## src/rtl/wocr_consts.svh

```systemverilog
// Offsets, bit positions, reset values and timing counts of the option registers.
`ifndef WOCR_CONSTS_SVH
`define WOCR_CONSTS_SVH
`define WOCR_OFS_TWO         8'h1e
`define WOCR_OFS_ONE         8'h1f
`define WOCR_ONE_PERIOD      7
`define WOCR_ONE_MON_HALT    6
`define WOCR_ONE_UV_RST_DIS  5
`define WOCR_ONE_UV_PWR_DIS  4
`define WOCR_ONE_UV_RANGE    3
`define WOCR_ONE_SHORT_REC   2
`define WOCR_ONE_HALT_EN     1
`define WOCR_ONE_WD_DIS      0
`define WOCR_TWO_PULL_DIS    7
`define WOCR_TWO_INT_EN      6
`define WOCR_TWO_OSC_HI      4
`define WOCR_TWO_OSC_LO      3
`define WOCR_TWO_RST_PIN     0
`define WOCR_RESET_VAL       8'h00
`define WOCR_WD_SHORT        19'd8176
`define WOCR_WD_LONG         19'd262128
`define WOCR_WAKE_SHORT      15'd512
`define WOCR_WAKE_LONG       15'd16384
`define WOCR_REC_SHORT       13'd32
`define WOCR_REC_LONG        13'd4096
`endif

```

## src/rtl/wocr_pkg.sv

```systemverilog
// Types shared by the option register bank.
package wocr_pkg;
    typedef enum logic [1:0] {
        WOCR_OSC_INTERNAL = 2'b00,
        WOCR_OSC_EXTERNAL = 2'b01,
        WOCR_OSC_EXT_RC   = 2'b10,
        WOCR_OSC_CRYSTAL  = 2'b11
    } wocr_osc_t;
    typedef struct packed {
        logic [7:0]  reg_two;
        logic [7:0]  reg_one;
        logic        done_two;
        logic        done_one;
        logic [7:0]  rd_data;
        logic [18:0] wd_period;
        logic [14:0] wake_period;
        logic [12:0] rec_delay;
        logic        uv_powered;
        logic        uv_in_halt;
        logic        uv_rst_out;
        logic        uv_range_hi;
        logic        halt_allowed;
        logic        wd_enable;
        logic        pull_connect;
        logic        int_pin_on;
        wocr_osc_t   osc_src;
        logic        rst_pin_on;
        logic [1:0]  por_sync;
        logic [1:0]  uvreq_sync;
    } wocr_state_t;
endpackage

```

## src/rtl/wocr_bank.sv

```systemverilog
// Write-once option register bank with decoded option outputs.
// Functional notes
// - One write per register after reset, always readable.
// - Two registers decode at 0x1e and 0x1f.
// - Range bit cleared only by power-on reset.
// - Reset pin bit cleared only by power-on.
// - Watchdog timeout 8176 or 262128 oscillator cycles.
// - In halt, wakeup period 512 or 16384.
// - Monitor stays on in halt when bit set and power disable clear.
// - Reset disable suppresses monitor reset requests.
// - Power disable switches the monitor off.
// - Range bit selects 5 V or 3 V trip.
// - Halt recovery 32 or 4096 oscillator cycles.
// - Monitor-reset halt exit uses long recovery.
// - Halt instruction illegal unless enable set.
// - Watchdog disable bit turns watchdog off.
// - Pullup disconnected when bit set.
// - External interrupt function on when set.
// - Oscillator source field selects four sources.
`timescale 1ns/1ps
`include "wocr_consts.svh"
module wocr_bank (
    // Clock and reset.
    input  wire logic              clock,
    input  wire logic              sys_rst,
    // Power-on reset level from the supply monitor, asynchronous.
    input  wire logic              por_in,
    // Register port.
    input  wire logic [7:0]        addr,
    input  wire logic [7:0]        wr_data,
    input  wire logic              wr_stb,
    input  wire logic              rd_stb,
    output logic      [7:0]        rd_data,
    // Context from the rest of the device.
    input  wire logic              in_halt,
    input  wire logic              uv_reset_req,
    input  wire logic              halt_exit_by_uv,
    // Decoded options.
    output logic      [18:0]       wd_period,
    output logic      [14:0]       wake_period,
    output logic      [12:0]       rec_delay,
    output logic                   uv_powered,
    output logic                   uv_in_halt,
    output logic                   uv_rst_out,
    output logic                   uv_range_hi,
    output logic                   halt_allowed,
    output logic                   wd_enable,
    output logic                   pull_connect,
    output logic                   int_pin_on,
    output wocr_pkg::wocr_osc_t    osc_src,
    output logic                   rst_pin_on
);
    import wocr_pkg::*;

    wocr_state_t state;
    wocr_state_t next_state;

    function automatic logic hit(input logic [7:0] a, input logic [7:0] o);
        hit = (a == o);
    endfunction

    // Bits that survive an ordinary reset but not a power-on reset.
    localparam logic [7:0] KEEP_ONE = 8'h08;
    localparam logic [7:0] KEEP_TWO = 8'h01;

    always_comb begin
        next_state = state;
        next_state.por_sync = {state.por_sync[0], por_in};
        next_state.uvreq_sync = {state.uvreq_sync[0], uv_reset_req};
        // A write lands only while the register is still unwritten.
        if (wr_stb && hit(addr, `WOCR_OFS_TWO) && !state.done_two) begin
            next_state.reg_two = wr_data;
            next_state.done_two = 1'b1;
        end
        if (wr_stb && hit(addr, `WOCR_OFS_ONE) && !state.done_one) begin
            next_state.reg_one = wr_data;
            next_state.done_one = 1'b1;
        end
        // Read data shows the stored value; unmapped reads return zero.
        next_state.rd_data = 8'h00;
        if (rd_stb && hit(addr, `WOCR_OFS_TWO)) begin
            next_state.rd_data = state.reg_two;
        end else if (rd_stb && hit(addr, `WOCR_OFS_ONE)) begin
            next_state.rd_data = state.reg_one;
        end
        // Decoding from the stored bits; one cycle of latency keeps outputs
        // straight from flip-flops.
        next_state.wd_period = state.reg_one[`WOCR_ONE_PERIOD] ?
            `WOCR_WD_SHORT : `WOCR_WD_LONG;
        next_state.wake_period = state.reg_one[`WOCR_ONE_PERIOD] ?
            `WOCR_WAKE_SHORT : `WOCR_WAKE_LONG;
        // A monitor-caused halt exit always takes the long delay.
        next_state.rec_delay = (state.reg_one[`WOCR_ONE_SHORT_REC] &&
            !halt_exit_by_uv) ? `WOCR_REC_SHORT : `WOCR_REC_LONG;
        next_state.uv_powered = !state.reg_one[`WOCR_ONE_UV_PWR_DIS];
        next_state.uv_in_halt = !state.reg_one[`WOCR_ONE_UV_PWR_DIS] &&
            state.reg_one[`WOCR_ONE_MON_HALT];
        next_state.uv_rst_out = state.uvreq_sync[1] &&
            !state.reg_one[`WOCR_ONE_UV_RST_DIS];
        next_state.uv_range_hi = state.reg_one[`WOCR_ONE_UV_RANGE];
        next_state.halt_allowed = state.reg_one[`WOCR_ONE_HALT_EN];
        next_state.wd_enable = !state.reg_one[`WOCR_ONE_WD_DIS];
        next_state.pull_connect = !state.reg_two[`WOCR_TWO_PULL_DIS];
        next_state.int_pin_on = state.reg_two[`WOCR_TWO_INT_EN];
        next_state.osc_src = wocr_osc_t'({state.reg_two[`WOCR_TWO_OSC_HI],
            state.reg_two[`WOCR_TWO_OSC_LO]});
        next_state.rst_pin_on = state.reg_two[`WOCR_TWO_RST_PIN];
        // The wakeup period is only meaningful while halted.
        if (!in_halt) begin
            next_state.wake_period = state.wake_period;
        end
        // Ordinary reset clears all but the kept bits; power-on clears all.
        if (sys_rst || state.por_sync[1]) begin
            next_state.done_two = 1'b0;
            next_state.done_one = 1'b0;
            next_state.rd_data = 8'h00;
            // Without this the held wakeup period stays unknown until halt.
            next_state.wake_period = 15'h0000;
            next_state.uvreq_sync = 2'b00;
            if (state.por_sync[1]) begin
                next_state.reg_one = `WOCR_RESET_VAL;
                next_state.reg_two = `WOCR_RESET_VAL;
            end else begin
                next_state.reg_one = state.reg_one & KEEP_ONE;
                next_state.reg_two = state.reg_two & KEEP_TWO;
            end
        end
    end

    // Synchronous reset cannot clear everything: kept bits need their value.
    always_ff @(posedge clock) begin
        state <= next_state;
    end

    assign rd_data      = state.rd_data;
    assign wd_period    = state.wd_period;
    assign wake_period  = state.wake_period;
    assign rec_delay    = state.rec_delay;
    assign uv_powered   = state.uv_powered;
    assign uv_in_halt   = state.uv_in_halt;
    assign uv_rst_out   = state.uv_rst_out;
    assign uv_range_hi  = state.uv_range_hi;
    assign halt_allowed = state.halt_allowed;
    assign wd_enable    = state.wd_enable;
    assign pull_connect = state.pull_connect;
    assign int_pin_on   = state.int_pin_on;
    assign osc_src      = state.osc_src;
    assign rst_pin_on   = state.rst_pin_on;

    write_once_a: assert property (@(posedge clock) disable iff (sys_rst)
        state.done_one && !state.por_sync[1] |=> $stable(state.reg_one))
        else $error("option one changed after its write");
    first_write_a: assert property (@(posedge clock) disable iff (sys_rst)
        wr_stb && addr == 8'h1e && !state.done_two && !state.por_sync[1]
        |=> state.reg_two == $past(wr_data))
        else $error("option two first write lost");
    read_back_a: assert property (@(posedge clock) disable iff (sys_rst)
        rd_stb && addr == 8'h1f && !state.por_sync[1]
        |=> rd_data == $past(state.reg_one))
        else $error("option one read wrong");
    keep_range_a: assert property (@(posedge clock)
        sys_rst && !state.por_sync[1]
        |=> state.reg_one[3] == $past(state.reg_one[3]))
        else $error("range bit lost on reset");
    keep_pin_a: assert property (@(posedge clock)
        sys_rst && !state.por_sync[1]
        |=> state.reg_two[0] == $past(state.reg_two[0]))
        else $error("reset pin bit lost on reset");
    wd_period_a: assert property (@(posedge clock) disable iff (sys_rst)
        state.reg_one[7] |=> wd_period == 19'd8176)
        else $error("watchdog short period wrong");
    long_rec_a: assert property (@(posedge clock) disable iff (sys_rst)
        halt_exit_by_uv |=> rec_delay == 13'd4096)
        else $error("monitor reset exit not long");
    uv_gate_a: assert property (@(posedge clock) disable iff (sys_rst)
        state.reg_one[5] |=> !uv_rst_out)
        else $error("monitor reset not suppressed");
endmodule

```

## config.mk

```make
export PLATFORM = sky130hd
export DESIGN_NAME = wocr_bank
export DESIGN_NICKNAME = d
export VERILOG_FILES = /design/src/rtl/wocr_pkg.sv /design/src/rtl/wocr_bank.sv
export VERILOG_INCLUDE_DIRS = /design/src /design/src/rtl
export SDC_FILE = /design/constraint.sdc
export NUM_CORES = 1
export LEC_CHECK = 0
export ABC_AREA = 1
export BUFFER_PORTS_ARGS = -buffer_cell sky130_fd_sc_hd__buf_2
export CAP_MARGIN = 20
export CELL_PAD_IN_SITES_DETAIL_PLACEMENT = 0
export CELL_PAD_IN_SITES_GLOBAL_PLACEMENT = 2
export CORE_MARGIN = 2
export CORE_UTILIZATION = 30
export CTS_BUF_LIST = sky130_fd_sc_hd__clkbuf_2
export CTS_CLUSTER_SIZE = 14
export DETAILED_ROUTE_END_ITERATION = 10
export GPL_ROUTABILITY_DRIVEN = 0
export PLACE_DENSITY = 0.83
export SYNTH_ARGS = -nofsm -noshare
export SYNTH_HDL_FRONTEND = slang
export SYNTH_SLANG_ARGS = --single-unit
```

## constraint.sdc

```tcl
create_clock -name clock -period 3.4 [get_ports clock]
set_clock_uncertainty 0.05 [all_clocks]
set_input_delay 0.68 -clock clock [delete_from_list [all_inputs] [get_ports clock]]
set_output_delay 0.68 -clock clock [all_outputs]
set_load 0.005 [all_outputs]
```

==> results.md <==
* CTS root buf: clkbuf_2
* Max incr delay on CP at 0.41 ns
* Period utilisation layout at 49.5%
* Final min period at 1.68 ns
* Power per cell area at 456 mW/mm^2
* First-pass GRT wire length at 4860 um
* Layout cell share with drive strength beyond 1 at 31.8%
* Setup_tns at 0 ns
* CP arrival at 0.95 ns
* MaxCap Viol Count at 0
* WL/cell at 10.3 um
* Global Route Usage Sum at 8.75%
* Slew headroom at 45.0%
* Clk Latency, worst-skew pair at 0.41 ns
* RSZ-0062 raised after global routing: no
* Pleak at 1.04 nW
* FF+latch count, synth at 46
* Hold Path Class: primary input to register
* Most common cell after layout, fill and taps aside: buf_2
* Design Power at 0.000969 W
* CORE AREA at 0.00642 mm^2
* Yosys cell types at 21
* Ant. Diodes at 0
* Vias in the first global route at 1062
* # DRC at 0
* Drt total wl at 3290 um
* CTS tree: built
* Final Net Count at 265
* Htree depth at 2
* TritonCTS Sinks at 46
* Port bufs at 51
* Die footprint at 0.00740 mm^2
* Worst Hold Depth at 1
* Type of origin of the critical path: register
* Total global routing overflow at 0
* # hold bufs at CTS at 0
* Critical path's top delay family: flip-flops
* Io pins at 90
* Worst endpoint required time at 2.67 ns
* Setup violators final at 0
* Syn-to-layout area delta at 5.39%
* First-pass DRT Iterations at 4
* Clk buf depth at 2
* Post-place setup slack at 1.28 ns
* VDD IR max at 0.170 mV
* Critical path class: register to primary output
* Crit path cell chain: buf_2
* DIE WIDTH at 86.0 um
* Initial antenna violation count at 0
* Most frequent cells in the layout: buf_2, conb_1, inv_1, dfxtp_1, nor2_1
* Syn avg cell area at 9.75 um^2
* Register area share after synthesis at 53.6%
* Post-DRT Antenna Nets at 0
* Detailed placement HPWL at 2450 um
* Cell area after synthesis at 0.00202 mm^2
* Via-per-instance ratio at 3.70
* TritonCTS Buffers at 5
* WP buf/inv at 1
* Via count at 1179
* Post-synthesis cell count at 207
* Worst-case reg-to-reg path depth at 3
* Worst slew pin tran at 0.825 ns
* CP max-delay cell: dfxtp_1
* Core Rows at 29
* F_max at 595 MHz
* First DRT Iteration DRCs at 25
* Setup crit end kind: primary output
* Synth warn at 0
* Post-CTS Resized at 0
* Setup ws final at 1.72 ns
* Status: finished clean
* Slew Viols, Final at 0
* Worst Path Max Fanout at 5
* Die H at 86.0 um
* Largest net degree at the start of global routing at 22
* Initial Util at 31.4%
* Final Hold Vio Count at 0
* CP Depth at 1
* Post-CTS setup buffers at 0
* Clock slew at reported path FFs at 0.22 ns
-- cell families (layout without fill, tap and decap cells) --
family | after synthesis | count (layout) | synth area share (%)
buf+inv | 92 | 91 | 27.9
simple gates | 54 | 54 | 13.3
flops | 46 | 46 | 53.6
compound gates | 13 | 13 | 4.90
other cells | 2 | 38 | 0.372
-- cell usage after synthesis (all sizes together) --
cell	count	area, um^2
buf	60	443
nand3	3	20.0
edfxtp	16	480
conb	2	7.51
nand4	7	43.8
inv	32	120
nor2	27	128
dfxtp	30	601
o21ai	4	27.5
nand2	17	76.3
a21oi	9	71.3
-- metrics by stage --
step | instance area [um^2] | hold WS [ns] | std cells | util (%)
after global placement | 2060 | 0.264 | 311 | 32.1
final | 2130 | 0.298 | 319 | 33.1
after floorplan | 2150 | 0.260 | 243 | -
after global routing | 2130 | 0.260 | 319 | 33.1
after detailed placement | 2060 | 0.270 | 311 | 32.1
after CTS | 2130 | 0.283 | 319 | 33.1
-- registers in the layout, indices dropped and copies added (netlist names) --
signal	cells
wd_enable	1
rd_data	8
pull_connect	1
next_state	7
osc_src	2
state	15
rec_delay	2
uv_rst_out	1
uv_in_halt	1
halt_allowed	1
wake_period	2
int_pin_on	1
uv_powered	1
uv_range_hi	1
wd_period	1
rst_pin_on	1
-- metal layers --
| metal | wire length (um) | global-route usage, % |
|---|---|---|
| met3 | 307 | 3.85 |
| met2 | 1500 | 14.4 |
| met4 | 62 | 4.76 |
| met5 | 0 | 0 |
| met1 | 1420 | 9.40 |
-- final cells by class --
type                    count  area (um^2)
repair buffers             51          255
multi-input cells         105          509
inverters                  32          120
fillers                   690         4300
clock inverters             3         40.0
well taps                  77         96.3
clock buffers               5         25.0
flip-flops and latches     46         1080
-- where the power goes --
part           switching (W)  internal (W)  total [W]
sequential        0.00000893      0.000593   0.000602
combinational      0.0000453     0.0000246  0.0000700
clock               0.000175      0.000122   0.000297
-- worst paths after layout --
| kind | startpoint | endpoint | slack [ns] |
|---|---|---|---|
| max reg2reg | state[3]$_DFF_P_ | state[81]$_SDFFCE_PP0P_ | 1.89 |
| max | wd_period[16]$_DFF_P_ | wd_period[14] | 1.72 |
| min reg2reg | next_state[3]$_DFF_P_ | state[3]$_DFF_P_ | 0.30 |
| min | por_in | next_state[3]$_DFF_P_ | 0.30 |
No activity file was read; power rests on OpenSTA's default activity.
